$ cat src/adc_regs_consts.svh
/*
  Offsets, field positions, reset values and encodings of the identification,
  status and mode registers. Assumes inclusion by bare name from design files.
*/
`ifndef ADC_REGS_CONSTS_SVH
`define ADC_REGS_CONSTS_SVH

`define ADDR_IDENT        6'h00
`define ADDR_FLAGS        6'h01
`define ADDR_SETUP        6'h02

`define IDENT_UPPER_NIBBLE  4'hA  // Arbitrary value
`define IDENT_CHANNEL_TOTAL 4'h4
`define IDENT_REVISION      8'h00 // Arbitrary value

`define FLAGS_RESET       16'h0500
`define SETUP_RESET       16'h0510
`define SETUP_WRITE_MASK  16'h3F1F

`define BIT_LOCK          15
`define BIT_RESYNC        14
`define BIT_MAP_CRC       13
`define BIT_IN_CRC        12
`define BIT_CRC_KIND      11
`define BIT_RESET_SEEN    10
`define BIT_WORD_HI       9
`define BIT_WORD_LO       8
`define BIT_TIMEOUT       4

`define WORD_16           2'h0
`define WORD_24           2'h1
`define WORD_32_PAD       2'h2
`define WORD_32_SIGN      2'h3

`define CHANNELS          4

`endif

$ cat src/adc_regs_pkg.sv
/*
  Types shared by the register bank. Assumes the constants header alongside.
*/
package adc_regs_pkg;
  typedef logic [15:0] reg_word_t;
  typedef logic [1:0]  word_size_t;
  typedef enum logic   {CRC_CCITT, CRC_ANSI} crc_kind_t;
endpackage : adc_regs_pkg

$ cat src/adc_status_mode_regs.sv
/*
  Identification, status and mode registers of a four-channel converter,
  reached through a simple synchronous register port fed by the serial
  interface decoder. Assumes event pulses from device logic on CLK_SYS.
*/
// What this block does
// - Identification bits 11:8 report four channels
// - Identification low byte is fixed revision value
// - Status bit 15 mirrors interface lock
// - Status bit 14 set on each resync
// - Status bit 13 flags register-map checksum change
// - Status bit 12 flags input CRC error
// - Status bit 10 set by reset, mode clears
// - Status bits 9:8 mirror word length
// - Status bits 3:0 are new-data flags
// - Mode bit 13 enables map checksum
// - Mode bit 12 enables input CRC check
// - Mode bit 11 selects CCITT or ANSI
// - Mode bits 9:8 set word length
// - Mode bit 4 enables interface timeout
`timescale 1ns/100ps
`include "adc_regs_consts.svh"
module adc_status_mode_regs (
  // Clock and reset
  input  wire logic                        CLK_SYS,
  input  wire logic                        RESETN,
  // Register port
  input  wire logic                        REG_WRITE,
  input  wire logic                        REG_READ,
  input  wire logic [5:0]                  REG_ADDR,
  input  wire logic [15:0]                 REG_WDATA,
  output      logic [15:0]                 REG_RDATA,
  output      logic                        REG_RVALID,
  // Device events and levels
  input  wire logic                        INTERFACE_LOCKED,
  input  wire logic                        RESYNC_EVENT,
  input  wire logic                        MAP_CRC_CHANGED,
  input  wire logic                        MAP_CRC_CLEAR,
  input  wire logic                        IN_CRC_ERROR,
  input  wire logic                        IN_CRC_CLEAR,
  input  wire logic                        RESYNC_CLEAR,
  input  wire logic [3:0]                  SAMPLE_READY,
  input  wire logic [3:0]                  SAMPLE_TAKEN,
  // Configuration outputs
  output      logic                        MAP_CRC_ENABLE,
  output      logic                        IN_CRC_ENABLE,
  output      adc_regs_pkg::crc_kind_t     CRC_KIND,
  output      adc_regs_pkg::word_size_t    SAMPLE_WORD_SIZE,
  output      logic                        TIMEOUT_ENABLE
);
  adc_regs_pkg::reg_word_t interface_operating_setup;
  adc_regs_pkg::reg_word_t next_interface_operating_setup;
  adc_regs_pkg::reg_word_t device_condition_flags;
  adc_regs_pkg::reg_word_t next_rdata;
  logic                    next_rvalid;
  logic                    lock_level;
  logic                    next_lock_level;
  logic                    reset_seen;
  logic                    next_reset_seen;
  logic [2:0]              event_flags;
  logic [3:0]              new_sample_flags;
  logic [3:0]              channel_total_field;
  logic                    resync_occurred_flag;
  logic                    map_crc_changed_flag;
  logic                    in_crc_error_flag;
  logic                    ch0_new_sample_flag;
  logic                    ch1_new_sample_flag;
  logic                    ch2_new_sample_flag;
  logic                    ch3_new_sample_flag;
  logic                    setup_write;
  logic                    ident_read;
  logic                    flags_read;

  // Identification word: fixed top nibble, channel count, revision byte
  function automatic adc_regs_pkg::reg_word_t device_identification(input logic [3:0] count);
    device_identification = {`IDENT_UPPER_NIBBLE, count, `IDENT_REVISION};
  endfunction : device_identification

  assign channel_total_field  = `IDENT_CHANNEL_TOTAL;
  assign setup_write          = REG_WRITE && (REG_ADDR == `ADDR_SETUP);
  assign ident_read           = REG_READ && (REG_ADDR == `ADDR_IDENT);
  assign flags_read           = REG_READ && (REG_ADDR == `ADDR_FLAGS);
  assign resync_occurred_flag = event_flags[2];
  assign map_crc_changed_flag = event_flags[1];
  assign in_crc_error_flag    = event_flags[0];
  assign ch0_new_sample_flag  = new_sample_flags[0];
  assign ch1_new_sample_flag  = new_sample_flags[1];
  assign ch2_new_sample_flag  = new_sample_flags[2];
  assign ch3_new_sample_flag  = new_sample_flags[3];

  // Status word is assembled live; only its sources hold state
  assign device_condition_flags = {lock_level, resync_occurred_flag, map_crc_changed_flag, in_crc_error_flag,
                                   interface_operating_setup[`BIT_CRC_KIND], reset_seen,
                                   interface_operating_setup[`BIT_WORD_HI:`BIT_WORD_LO], 4'h0,
                                   ch3_new_sample_flag, ch2_new_sample_flag, ch1_new_sample_flag,
                                   ch0_new_sample_flag};

  // Resync, map checksum and input CRC flags
  sticky_flag_bank #(
    .WIDTH      (3),
    .RESET_BITS (4'h0)
  ) u_event_flags (
    .clk    (CLK_SYS),
    .resetn (RESETN),
    .set    ({RESYNC_EVENT, MAP_CRC_CHANGED & interface_operating_setup[`BIT_MAP_CRC],
              IN_CRC_ERROR & interface_operating_setup[`BIT_IN_CRC]}),
    .clr    ({RESYNC_CLEAR, MAP_CRC_CLEAR, IN_CRC_CLEAR}),
    .flags  (event_flags)
  );

  // One new-data flag per channel
  sticky_flag_bank #(
    .WIDTH      (`CHANNELS),
    .RESET_BITS (4'h0)
  ) u_sample_flags (
    .clk    (CLK_SYS),
    .resetn (RESETN),
    .set    (SAMPLE_READY),
    .clr    (SAMPLE_TAKEN),
    .flags  (new_sample_flags)
  );

  always_comb begin
    next_interface_operating_setup = interface_operating_setup;
    next_reset_seen                = reset_seen;
    next_lock_level                = INTERFACE_LOCKED;
    if (setup_write) begin
      // Reserved bits are held at zero whatever the host sends
      next_interface_operating_setup = REG_WDATA & `SETUP_WRITE_MASK;
      // Writing 1 never sets the reset flag; only a device reset does
      if (!REG_WDATA[`BIT_RESET_SEEN]) begin
        next_reset_seen = 1'h0;
      end
    end
  end

  always_comb begin
    next_rvalid = REG_READ;
    next_rdata  = 16'h0000;
    if (REG_READ) begin
      case (REG_ADDR)
        `ADDR_IDENT: next_rdata = device_identification(channel_total_field);
        `ADDR_FLAGS: next_rdata = device_condition_flags;
        `ADDR_SETUP: next_rdata = {interface_operating_setup[15:11], reset_seen, interface_operating_setup[9:0]};
        default:     next_rdata = 16'h0000;
      endcase
    end
  end

  always_ff @(posedge CLK_SYS or negedge RESETN) begin
    if (!RESETN) begin
      interface_operating_setup <= `SETUP_RESET;
      reset_seen                <= 1'h1;
      lock_level                <= 1'h0;
      REG_RDATA                 <= 16'h0000;
      REG_RVALID                <= 1'h0;
    end else begin
      interface_operating_setup <= next_interface_operating_setup;
      reset_seen                <= next_reset_seen;
      lock_level                <= next_lock_level;
      REG_RDATA                 <= next_rdata;
      REG_RVALID                <= next_rvalid;
    end
  end

  assign MAP_CRC_ENABLE   = interface_operating_setup[`BIT_MAP_CRC];
  assign IN_CRC_ENABLE    = interface_operating_setup[`BIT_IN_CRC];
  assign CRC_KIND         = adc_regs_pkg::crc_kind_t'(interface_operating_setup[`BIT_CRC_KIND]);
  assign SAMPLE_WORD_SIZE = interface_operating_setup[`BIT_WORD_HI:`BIT_WORD_LO];
  assign TIMEOUT_ENABLE   = interface_operating_setup[`BIT_TIMEOUT];

  AST_IDENT_COUNT: assert property (@(posedge CLK_SYS) disable iff (!RESETN)
    ident_read |=> REG_RVALID && REG_RDATA[11:8] == `IDENT_CHANNEL_TOTAL)
    else $error("channel count wrong");
  AST_IDENT_LOW: assert property (@(posedge CLK_SYS) disable iff (!RESETN)
    ident_read |=> REG_RDATA[7:0] == `IDENT_REVISION)
    else $error("revision byte changed");
  AST_LOCK: assert property (@(posedge CLK_SYS) disable iff (!RESETN)
    flags_read |=> REG_RDATA[`BIT_LOCK] == $past(lock_level))
    else $error("lock bit mismatch");
  AST_LOCK_FOLLOW: assert property (@(posedge CLK_SYS) disable iff (!RESETN)
    $past(RESETN) |-> lock_level == $past(INTERFACE_LOCKED))
    else $error("lock level does not follow interface");
  AST_RESYNC: assert property (@(posedge CLK_SYS) disable iff (!RESETN)
    RESYNC_EVENT |=> resync_occurred_flag)
    else $error("resync flag not set");
  AST_RESYNC_IDLE: assert property (@(posedge CLK_SYS) disable iff (!RESETN)
    !RESYNC_EVENT && !resync_occurred_flag |=> !resync_occurred_flag)
    else $error("resync flag rose without event");
  AST_MAP: assert property (@(posedge CLK_SYS) disable iff (!RESETN)
    MAP_CRC_CHANGED && interface_operating_setup[`BIT_MAP_CRC] |=> map_crc_changed_flag)
    else $error("map crc flag not set");
  AST_MAP_OFF: assert property (@(posedge CLK_SYS) disable iff (!RESETN)
    !interface_operating_setup[`BIT_MAP_CRC] && !map_crc_changed_flag |=> !map_crc_changed_flag)
    else $error("map crc flag set while checksum disabled");
  AST_INCRC: assert property (@(posedge CLK_SYS) disable iff (!RESETN)
    IN_CRC_ERROR && interface_operating_setup[`BIT_IN_CRC] |=> in_crc_error_flag)
    else $error("input crc flag not set");
  AST_INCRC_OFF: assert property (@(posedge CLK_SYS) disable iff (!RESETN)
    !interface_operating_setup[`BIT_IN_CRC] && !in_crc_error_flag |=> !in_crc_error_flag)
    else $error("input crc flag set while check disabled");
  AST_RSTCLR: assert property (@(posedge CLK_SYS) disable iff (!RESETN)
    setup_write && !REG_WDATA[`BIT_RESET_SEEN] |=> !reset_seen)
    else $error("reset flag not cleared");
  AST_RSTHOLD: assert property (@(posedge CLK_SYS) disable iff (!RESETN)
    !reset_seen |=> !reset_seen)
    else $error("reset flag rose without reset");
  AST_WORD: assert property (@(posedge CLK_SYS) disable iff (!RESETN)
    setup_write |=> SAMPLE_WORD_SIZE == $past(REG_WDATA[`BIT_WORD_HI:`BIT_WORD_LO]))
    else $error("word size not taken");
  AST_WORD_STATUS: assert property (@(posedge CLK_SYS) disable iff (!RESETN)
    flags_read |=> REG_RDATA[`BIT_WORD_HI:`BIT_WORD_LO] == $past(SAMPLE_WORD_SIZE))
    else $error("status word size differs from mode");
  AST_RSVD: assert property (@(posedge CLK_SYS) disable iff (!RESETN)
    REG_RVALID && $past(REG_ADDR) == `ADDR_FLAGS |-> REG_RDATA[7:4] == 4'h0)
    else $error("reserved status bits set");
  AST_SAMPLE: assert property (@(posedge CLK_SYS) disable iff (!RESETN)
    SAMPLE_READY[0] |=> ch0_new_sample_flag)
    else $error("new sample flag lost");
  AST_SAMPLE_CLR: assert property (@(posedge CLK_SYS) disable iff (!RESETN)
    SAMPLE_TAKEN[0] && !SAMPLE_READY[0] |=> !ch0_new_sample_flag)
    else $error("new sample flag not cleared");
  AST_SETUP_RSVD: assert property (@(posedge CLK_SYS) disable iff (!RESETN)
    setup_write |=> interface_operating_setup[15:14] == 2'h0 && interface_operating_setup[7:5] == 3'h0)
    else $error("reserved mode bits stored");
  AST_CRC_KIND: assert property (@(posedge CLK_SYS) disable iff (!RESETN)
    setup_write |=> CRC_KIND == $past(REG_WDATA[`BIT_CRC_KIND]))
    else $error("crc kind not taken");
  AST_MAP_EN: assert property (@(posedge CLK_SYS) disable iff (!RESETN)
    setup_write |=> MAP_CRC_ENABLE == $past(REG_WDATA[`BIT_MAP_CRC]))
    else $error("map checksum enable not taken");
  AST_IN_EN: assert property (@(posedge CLK_SYS) disable iff (!RESETN)
    setup_write |=> IN_CRC_ENABLE == $past(REG_WDATA[`BIT_IN_CRC]))
    else $error("input crc enable not taken");
  AST_TIMEOUT: assert property (@(posedge CLK_SYS) disable iff (!RESETN)
    setup_write |=> TIMEOUT_ENABLE == $past(REG_WDATA[`BIT_TIMEOUT]))
    else $error("timeout enable not taken");
endmodule : adc_status_mode_regs

$ cat src/sticky_flag_bank.sv
/*
  Bank of sticky event flags: set by a pulse, cleared by a pulse, set wins.
  Assumes set and clear inputs are synchronous to CLK_SYS.
*/
`timescale 1ns/100ps
module sticky_flag_bank #(
  parameter int          WIDTH      = 4,
  parameter logic [3:0]  RESET_BITS = 4'h0
) (
  // Clock and reset
  input  wire logic             clk,
  input  wire logic             resetn,
  // Events
  input  wire logic [WIDTH-1:0] set,
  input  wire logic [WIDTH-1:0] clr,
  // State
  output      logic [WIDTH-1:0] flags
);
  logic [WIDTH-1:0] next_flags;

  always_comb begin
    next_flags = (flags & ~clr) | set;
  end

  always_ff @(posedge clk or negedge resetn) begin
    if (!resetn) begin
      flags <= RESET_BITS[WIDTH-1:0];
    end else begin
      flags <= next_flags;
    end
  end
endmodule : sticky_flag_bank

$ cat config.mk
export PLATFORM = sky130hd
export DESIGN_NAME = adc_status_mode_regs
export DESIGN_NICKNAME = d
export VERILOG_FILES = /design/src/adc_regs_pkg.sv /design/src/adc_status_mode_regs.sv /design/src/sticky_flag_bank.sv
export VERILOG_INCLUDE_DIRS = /design/src
export SDC_FILE = /design/constraint.sdc
export NUM_CORES = 1
export LEC_CHECK = 0
export BUFFER_PORTS_ARGS = -buffer_cell sky130_fd_sc_hd__buf_4
export CORE_ASPECT_RATIO = 2
export CORE_MARGIN = 2
export CORE_UTILIZATION = 41
export DETAILED_ROUTE_END_ITERATION = 6
export GPL_TIMING_DRIVEN = 1
export PLACE_DENSITY_LB_ADDON = 0.2
export SYNTH_ARGS = -nofsm -noshare
export SYNTH_HDL_FRONTEND = slang
export SYNTH_SLANG_ARGS = --single-unit
$ cat constraint.sdc
create_clock -name CLK_SYS -period 1.06 [get_ports CLK_SYS]
set_input_delay 0.212 -clock CLK_SYS [delete_from_list [all_inputs] [get_ports CLK_SYS]]
set_output_delay 0.212 -clock CLK_SYS [all_outputs]
set_load 0.01 [all_outputs]
==> metrics, run 1 <==
chip height 85.1 um; Post-Synthesis Cells 99; initial core utilization 42.7%; vias per cell 4.94; register area 830 sq um; Data arrival, critical path 0.93 ns; worst skew pair latency 0.28 ns; synth warn 0; initial antenna violation count 0; total wire length 3080 um; Num CTS Buffers 5; Syn Area/Cell 13.6 sq um; Synth area leaders dfrtp_1, mux2_4, dfstp_2; WHS Path Cells 1; Final Wtd Congestion 0.661; mux share of post-synthesis cell area 10.9%; Site Rows 29; R2R setup slack 0.04 ns; reg2reg start reset_seen$_DFFE_PN1P_; number of enable flip-flop cells after synthesis 0; Post-Syn Area 0.00135 sq mm; max-slew violation count 0; VDD IR max 0.915 mV; top cell type's share of synthesized area 55.7%; Setup crit start kind flop; CTS tree built; area leader, netlist dfrtp_1; design area 0.00201 sq mm; clock root cell clkbuf_8; period utilization 107%; largest family of logic cells by synthesized area multiplexers; Num Clock Sinks 33; max cap viols 0; wire length per cell 15.2 um; num ports 64; First-pass DRT Iterations 4; Residual DRC 0; Hold EP lock_level$_DFF_PN0_; CP top delay family flip-flops; status finished, violations left; R2R depth 3; grt ovf 0; largest net degree at the start of global routing 34; layout cells sized above 1 58.5%; min-delay src INTERFACE_LOCKED; Iter 0 DRT Violations 14; IO buf count 55; Routed Antenna Nets 0; CP required 0.85 ns; Worst R2R End REG_RDATA[10]$_DFF_PN0_; Clock Tree Buf Depth 2; Critical Path Slowest Stage Cell dfstp_2; placed instance area 0.00178 sq mm; PD cells 1440 mW/mm^2; Reg clk slew, reported paths 0.06 ns; via count 998; Total GRT Usage 18.3%; number of global-route vias before repair 1032; Multi-input gate area 452 sq um; hpwl dp 2110 um; Crit path largest cell delay 0.55 ns; Buf/Inv on CP 1; Synth async-reset ratio 100%; Setup CP Type flop to output pin; commonest non-fill, non-tap cell in the layout buf_4; H-tree depth 2; Post-Synth Adder-Cell Area 0.742%; Final WS setup -0.0779 ns; CP Cell Sequence buf_6; distinct cell type count after synthesis 28; unrepaired setup endpoints after global routing yes; synthesized flop and latch total 33; final hold vios 0; Worst Hold Class input pin to flop; Simple-Gate Fraction of Synth Area 8.81%; fillcell total 265; CP Max Fanout 2; wire length of the first global-routing pass 4950 um; Seq/Total Area, Yosys 61.5%; Clock Skews 0.00365 ns; Main synth FF type dfrtp_1; Max Clock Freq 879 MHz; die area 0.00379 sq mm; post-synthesis xor/xnor area fraction 0%; Hold WS 0.0381 ns; endpoints failing setup 10; Setup TNS -0.398 ns; CP endpoint kind output pin; failing checks negative setup slack; layout net count 211; Tmin final 1.14 ns; most frequent cells in the layout buf_4, dfrtp_1, mux2_4; Synth Area in Compound Gates 9.93%; CORE AREA 0.00316 sq mm; die width 44.6 um; area delta synth->final 48.7%; # diodes 0; Leak 0.00110 uW
## sequential cells by signal (all words and copies together), names as in the netlist
register                   cells
interface_operating_setup     10
u_sample_flags.flags           4
u_event_flags.flags            3
REG_RVALID                     1
REG_RDATA                     13
lock_level                     1
reset_seen                     1
## Yosys cell counts (all sizes together), types with 2 or more instances
library cell / count
buf: 7
o211a: 3
nand2: 3
nor2b: 2
nor2: 6
inv: 9
a21o: 6
mux2: 10
o21ai: 2
a22oi: 5
and3: 3
dfstp: 3
a21oi: 2
dfrtp: 30
## layer usage
metal	GRT usage [%]	part of all wire, %	wire length [um]	vias up
li1	-	-	-	466
met1	22.0	36	1100	475
met2	28.6	54	1650	46
met3	4.68	7.2	220	11
met4	10.5	3.3	102	0
met5	0	0	0	-
## final cells by class
| cell class | instances | area share [%] |
|---|---|---|
| clock buffer | 7 | 4.80 |
| timing repair buffer | 69 | 27.4 |
| clock inverter | 1 | 0.250 |
| tap | 31 | 1.93 |
| sequential | 33 | 41.4 |
| inverter | 9 | 1.68 |
| multi-input combinational | 52 | 22.5 |
## metrics by stage
step / instances / util, % / worst slack, ns / total power [uW]
floorplan: 101 / - / -0.209 / 1610
global placement: 185 / 56.4 / -0.371 / 1800
detailed placement: 185 / 56.4 / -0.398 / 1810
CTS: 201 / 62.4 / -0.0927 / 2910
global route: 202 / 63.5 / -0.108 / 3050
finish: 202 / 63.5 / -0.0779 / 2900
## what timing repair did
action	4_1_cts	5_1_grt
buffers inserted	6	1
hold buffers	1	0
pin swaps	3	4
resized for setup	8	9
hold endpoints to repair	30	0
endpoints found under the setup margin	16	24
gates cloned	1	0
## worst reg2reg max path: cells and delay by family (launching register included)
| kind | cells | cell delay (ns) |
|---|---|---|
| simple gates | 1 | 0.10 |
| buf+inv | 1 | 0.05 |
| fa+ha+maj | 1 | 0.29 |
| flops | 1 | 0.51 |
## how the worst max path moves through the flow
stage / start / to / slack, ns / cells past startpoint
floorplan: REG_ADDR[3] / interface_operating_setup[11]$_DFFE_PN0P_ / -0.21 / 4
global placement: REG_ADDR[3] / interface_operating_setup[0]$_DFFE_PN0P_ / -0.37 / 4
detailed placement: REG_ADDR[3] / interface_operating_setup[0]$_DFFE_PN0P_ / -0.40 / 4
CTS: interface_operating_setup[8]$_DFFE_PN1P_ / SAMPLE_WORD_SIZE[0] / -0.09 / 1
global route: interface_operating_setup[4]$_DFFE_PN1P_ / TIMEOUT_ENABLE / -0.11 / 1
finish: interface_operating_setup[8]$_DFFE_PN1P_ / SAMPLE_WORD_SIZE[0] / -0.08 / 1
## kinds of logic after synthesis
| group | after synthesis |
|---|---|
| adders and majority gates | 1 |
| other | 1 |
| muxes | 10 |
| and+or+nand+nor | 19 |
| DFF | 33 |
| AOI/OAI and AO/OA | 18 |
| buffers and inverters | 17 |
## report_power, final
group	internal (uW)	switching, uW	total, uW
combinational	293	173	467
clock	586	438	1020
sequential	1360	49.9	1410
total	2240	662	2900
Power figures use the tool's default switching activity.
==> run 2: changes to the inputs <==
- PLACE_DENSITY: default -> 0.75
- PLACE_DENSITY_LB_ADDON: 0.2 -> default
- RECOVER_POWER: default -> 50
- SKIP_LAST_GASP: default -> 1
==> metrics, run 2 (synthesis gave the netlist of run 1 again) <==
status finished, violations left; failing checks negative setup slack; CTS tree built; die area 0.00379 sq mm (unchanged); Tmin final 1.14 ns (-0.00262 ns); largest net degree at the start of global routing 34 (unchanged); unrepaired setup endpoints after global routing yes; combinational share of power 16.7% (+0.6 points); Sw Ratio 23.5% (+0.65 points); Leak 0.00106 uW (-3.6%); min-delay src INTERFACE_LOCKED; H-tree depth 2 (unchanged); Total GRT Usage 17.6% (-0.68 points); Max Clock Freq 881 MHz (+0.23%); commonest non-fill, non-tap cell in the layout buf_4; max reg flops 13 (unchanged); Top Registers REG_RDATA x13, interface_operating_setup x10, u_sample_flags.flags x4; period utilization 107% (-0.25 points); Num CTS Buffers 5 (unchanged); Hold WS 0.0639 ns (+0.0258 ns); Final WS setup -0.0753 ns (+0.00262 ns); Reg clk slew, reported paths 0.06 ns (about the same); clock power share 32.2% (-3.2 points); endpoints failing setup 10 (unchanged); Levels on crit path 1 (unchanged); CP Max Fanout 2 (unchanged); layout net count 209 (-0.95%); area delta synth->final 44.8%; Int Pwr 2100 uW (-5.9%); Hold EP lock_level$_DFF_PN0_; worst skew pair latency 0.28 ns (about the same); CP Cell Sequence buf_6; clock root cell clkbuf_8; die width 44.6 um (unchanged); P_sw 646 uW (-2.4%); WHS Path Cells 1 (unchanged); Buf/Inv on CP 1 (unchanged); final core utilization 61.9% (-1.7 points); final hold vios 0 (unchanged); total wire length 2940 um (-4.4%); initial core utilization 42.7% (unchanged); Clock Tree Buf Depth 2 (unchanged); Clock Skews 0.00535 ns (+0.00170 ns); Setup crit start kind flop; grt ovf 0 (unchanged); VDD IR max 1.19 mV (+30%); CP required 0.85 ns (about the same); Critical Path Slowest Stage Cell dfstp_2; First-pass DRT Iterations 4 (unchanged); Crit path largest cell delay 0.54 ns (about the same); Final Wtd Congestion 0.790 (+20%); Flop pwr share 51.1% (+2.6 points); max-slew violation count 0 (unchanged); Routed Antenna Nets 0 (unchanged); R2R depth 3 (unchanged); max cap viols 0 (unchanged); Worst R2R End REG_RDATA[10]$_DFF_PN0_; Setup WS pre-CTS -0.412 ns (-0.0137 ns); CORE AREA 0.00316 sq mm (unchanged); chip height 85.1 um (unchanged); PD cells 1410 mW/mm^2 (-2.5%); R2R setup slack 0.06 ns (+0.02 ns); # diodes 0 (unchanged); Site Rows 29 (unchanged); initial antenna violation count 0 (unchanged); vias per cell 4.89 (-1.1%); Data arrival, critical path 0.92 ns (about the same); IO buf count 55 (unchanged); CP endpoint kind output pin; Residual DRC 0 (unchanged); Iter 0 DRT Violations 11 (-3); wire length per cell 14.7 um (-3.5%); most frequent cells in the layout buf_4, dfrtp_1, mux2_4; Setup CP Type flop to output pin; wire length of the first global-routing pass 4790 um (-3.4%); hpwl dp 2150 um (+1.6%); reg2reg start reset_seen$_DFFE_PN1P_; CP top delay family flip-flops; num ports 64 (unchanged); Worst Hold Class input pin to flop; layout cells sized above 1 55.6% (-2.9 points); Num Clock Sinks 33 (unchanged); number of global-route vias before repair 1067 (+3.4%); via count 977 (-2.1%); Largest Register REG_RDATA
[run 2: cell count changes in the layout (fill, tap and decap cells not counted), sizes merged]
cell and change:
buf -5, clkbuf +3
[run 2: metrics by stage]
stage                     std cells  TNS, ns  cell area (sq um)  total power [uW]
after floorplan                 101    -1.90               1360              1610
after global placement          183    -4.67               1770              1800
after detailed placement        183    -5.42               1770              1810
after CTS                       199   -0.367               1930              2770
after global routing            200   -0.658               1950              2890
final                           200   -0.365               1950              2750
[run 2: power by group through the flow]
stage / clock [uW] / combinational [uW] / sequential, uW
2_1_floorplan: 0 / 177 / 1430
3_3_place_gp: 0 / 367 / 1430
3_5_place_dp: 0 / 382 / 1430
4_1_cts: 916 / 447 / 1400
5_1_grt: 972 / 501 / 1420
6_report: 887 / 459 / 1410
[run 2: final cells by class]
cell class / count / area (sq um)
tap: 31 / 38.8
inverter: 9 / 33.8
timing repair buffer: 67 / 528
fill: 265 / 1200
clock buffer: 7 / 76.3
multi-input combinational: 52 / 442
clock inverter: 1 / 5.00
sequential: 33 / 830
[run 2: metal layers]
metal	GRT usage [%]	wire [um]	up-vias
met5	0	0	-
met4	10.2	97	0
met3	4.89	208	8
met2	29.8	1660	38
met1	18.4	973	469
li1	-	-	462
[run 2: worst max path at each step]
| stage | startpoint | endpoint | slack (ns) |
|---|---|---|---|
| finish | interface_operating_setup[4]$_DFFE_PN1P_ | TIMEOUT_ENABLE | -0.08 |
| global route | interface_operating_setup[4]$_DFFE_PN1P_ | TIMEOUT_ENABLE | -0.11 |
| CTS | interface_operating_setup[4]$_DFFE_PN1P_ | TIMEOUT_ENABLE | -0.08 |
| detailed placement | REG_ADDR[3] | interface_operating_setup[0]$_DFFE_PN0P_ | -0.41 |
| global placement | REG_ADDR[3] | interface_operating_setup[0]$_DFFE_PN0P_ | -0.37 |
| floorplan | REG_ADDR[3] | interface_operating_setup[11]$_DFFE_PN0P_ | -0.21 |
[run 2: repair_timing]
action / CTS / global route
resized for setup: 7 / 6
pin swaps: 3 / 4
endpoints found under the hold margin: 30 / 0
setup endpoints to repair: 16 / 15
buffers inserted: 6 / 1
gates cloned: 1 / 0
hold buffers: 1 / 0
==> run 3: changes to the inputs <==
- REMOVE_ABC_BUFFERS: default -> 1
==> metrics, run 3 (synthesis gave the netlist of run 1 again) <==
clock power share 35.5% (+3.3 points); H-tree depth 2 (unchanged); Leak 0.00106 uW (-0.35%); Sw Ratio 22.7% (-0.77 points); Final Wtd Congestion 0.730 (-7.5%); CORE AREA 0.00316 sq mm (unchanged); IO buf count 55 (unchanged); area delta synth->final 44.2%; Max Clock Freq 861 MHz (-2.2%); Worst Hold Class input pin to flop; die area 0.00379 sq mm (unchanged); Final WS setup -0.101 ns (-0.0260 ns); VDD IR max 1.24 mV (+4.1%); Reg clk slew, reported paths 0.07 ns (about the same); Site Rows 29 (unchanged); layout cells sized above 1 54.5% (-1.1 points); endpoints failing setup 12 (+2); layout net count 207 (-0.96%); initial antenna violation count 0 (unchanged); Data arrival, critical path 1.32 ns (+0.40 ns); Int Pwr 2220 uW (+5.5%); # diodes 0 (unchanged); worst skew pair latency 0.28 ns (about the same); Flop pwr share 49.1% (-2.0 points); Clock Skews 0.00593 ns (+0.000582 ns); clock root cell clkbuf_8; CP required 1.22 ns (+0.37 ns); dpl cells 182 (-0.55%); final hold vios 0 (unchanged); Num Clock Sinks 33 (unchanged); max cap viols 0 (unchanged); via count 977 (unchanged); number of global-route vias before repair 1016 (-4.8%); Num CTS Buffers 5 (unchanged); Iter 0 DRT Violations 22 (+11); Residual DRC 0 (unchanged); P_sw 653 uW (+1.0%); die width 44.6 um (unchanged); initial core utilization 42.7% (unchanged); Hold WS 0.0545 ns (-0.00940 ns); max-slew violation count 0 (unchanged); wire length of the first global-routing pass 4540 um (-5.2%); Multi-input gate area 439 sq um (-0.57%); CTS tree built; status finished, violations left; Setup crit start kind input pin; Routed Antenna Nets 0 (unchanged); failing checks negative setup slack; grt ovf 0 (unchanged); wire length per cell 15.2 um (+3.5%); fillcell total 260 (-1.9%); largest net degree at the start of global routing 34 (unchanged); Post-Layout Cell Count 198 (-1.0%); num ports 64 (unchanged); most frequent cells in the layout buf_4, dfrtp_1, mux2_4; CP Max Fanout 6 (+4); period utilization 110% (+2.5 points); Clock Tree Buf Depth 2 (unchanged); combinational share of power 15.4% (-1.3 points); reg2reg start reset_seen$_DFFE_PN1P_; commonest non-fill, non-tap cell in the layout buf_4; min-delay src INTERFACE_LOCKED; Tmin final 1.16 ns (+0.0260 ns); Total GRT Usage 16.8% (-0.80 points); Largest Register REG_RDATA; First-pass DRT Iterations 4 (unchanged); Worst Setup SP REG_ADDR[4]; chip height 85.1 um (unchanged); max reg flops 13 (unchanged); PD cells 1480 mW/mm^2 (+4.9%); Setup CP Type input pin to flop; total wire length 3010 um (+2.4%); total power draw 2870 uW (+4.4%); hpwl dp 2120 um (-1.1%); CP endpoint kind flop; Top Registers REG_RDATA x13, interface_operating_setup x10, u_sample_flags.flags x4; vias per cell 4.93 (+1.0%); unrepaired setup endpoints after global routing yes; register area 830 sq um (unchanged)
==> run 3: timing repair <==
| action | 4_1_cts | 5_1_grt |
|---|---|---|
| hold buffers | 1 | 0 |
| setup endpoints to repair | 14 | 17 |
| resized for setup | 8 | 1 |
| endpoints found under the hold margin | 30 | 0 |
| setup buffers | 2 | 4 |
| cloned | 1 | 0 |
| pin swaps | 5 | 2 |
==> run 3: power by group through the flow <==
stage	registers [uW]	logic, uW	clock network [uW]
after floorplan	1440	142	0
after global placement	1430	365	0
after detailed placement	1430	378	0
after CTS	1410	416	1050
after global routing	1420	481	1090
final	1410	443	1020
==> run 3: worst max-delay path: stages <==
cell	delay, ns
buf_6	0.10
nor4_4	0.36
and3_4	0.34
mux2_4	0.31
==> run 3: area by class of cell <==
| type | instances | share of cell area (%) |
|---|---|---|
| Clock buffer | 7 | 4.95 |
| Clock inverter | 1 | 0.257 |
| Inverter | 9 | 1.74 |
| Multi-Input combinational cell | 52 | 22.6 |
| Sequential cell | 33 | 42.7 |
| Tap cell | 31 | 1.99 |
| Timing Repair Buffer | 65 | 25.8 |
==> run 3: per-layer routing <==
layer | up-vias | share of wire (%) | GRT usage [%]
li1 | 456 | - | -
met1 | 466 | 34 | 18.3
met2 | 47 | 56 | 26.6
met3 | 8 | 6.5 | 5.32
met4 | 0 | 3.1 | 11.3
met5 | - | 0 | 0
==> run 3: path summary, 6_finish.rpt <==
kind | end | slack [ns] | cells past startpoint
worst max-delay path | interface_operating_setup[2]$_DFFE_PN0P_ | -0.10 | 4
worst min-delay path | lock_level$_DFF_PN0_ | 0.05 | 1
worst max register to register | REG_RDATA[10]$_DFF_PN0_ | 0.02 | 3
worst min register to register | reset_seen$_DFFE_PN1P_ | 0.48 | 2
max in group asynchronous | interface_operating_setup[8]$_DFFE_PN1P_ | 0.29 | 2
min in group asynchronous | REG_RDATA[4]$_DFF_PN0_ | 0.43 | 2
==> run 3: metrics by stage <==
stage | cell area (sq um) | setup TNS (ns) | util (%) | worst slack [ns]
CTS | 1920 | -0.647 | 60.8 | -0.0971
finish | 1940 | -0.890 | 61.6 | -0.101
detailed placement | 1760 | -5.05 | 55.7 | -0.435
global route | 1940 | -1.34 | 61.6 | -0.140
floorplan | 1280 | -3.39 | - | -0.373
global placement | 1760 | -4.44 | 55.7 | -0.413
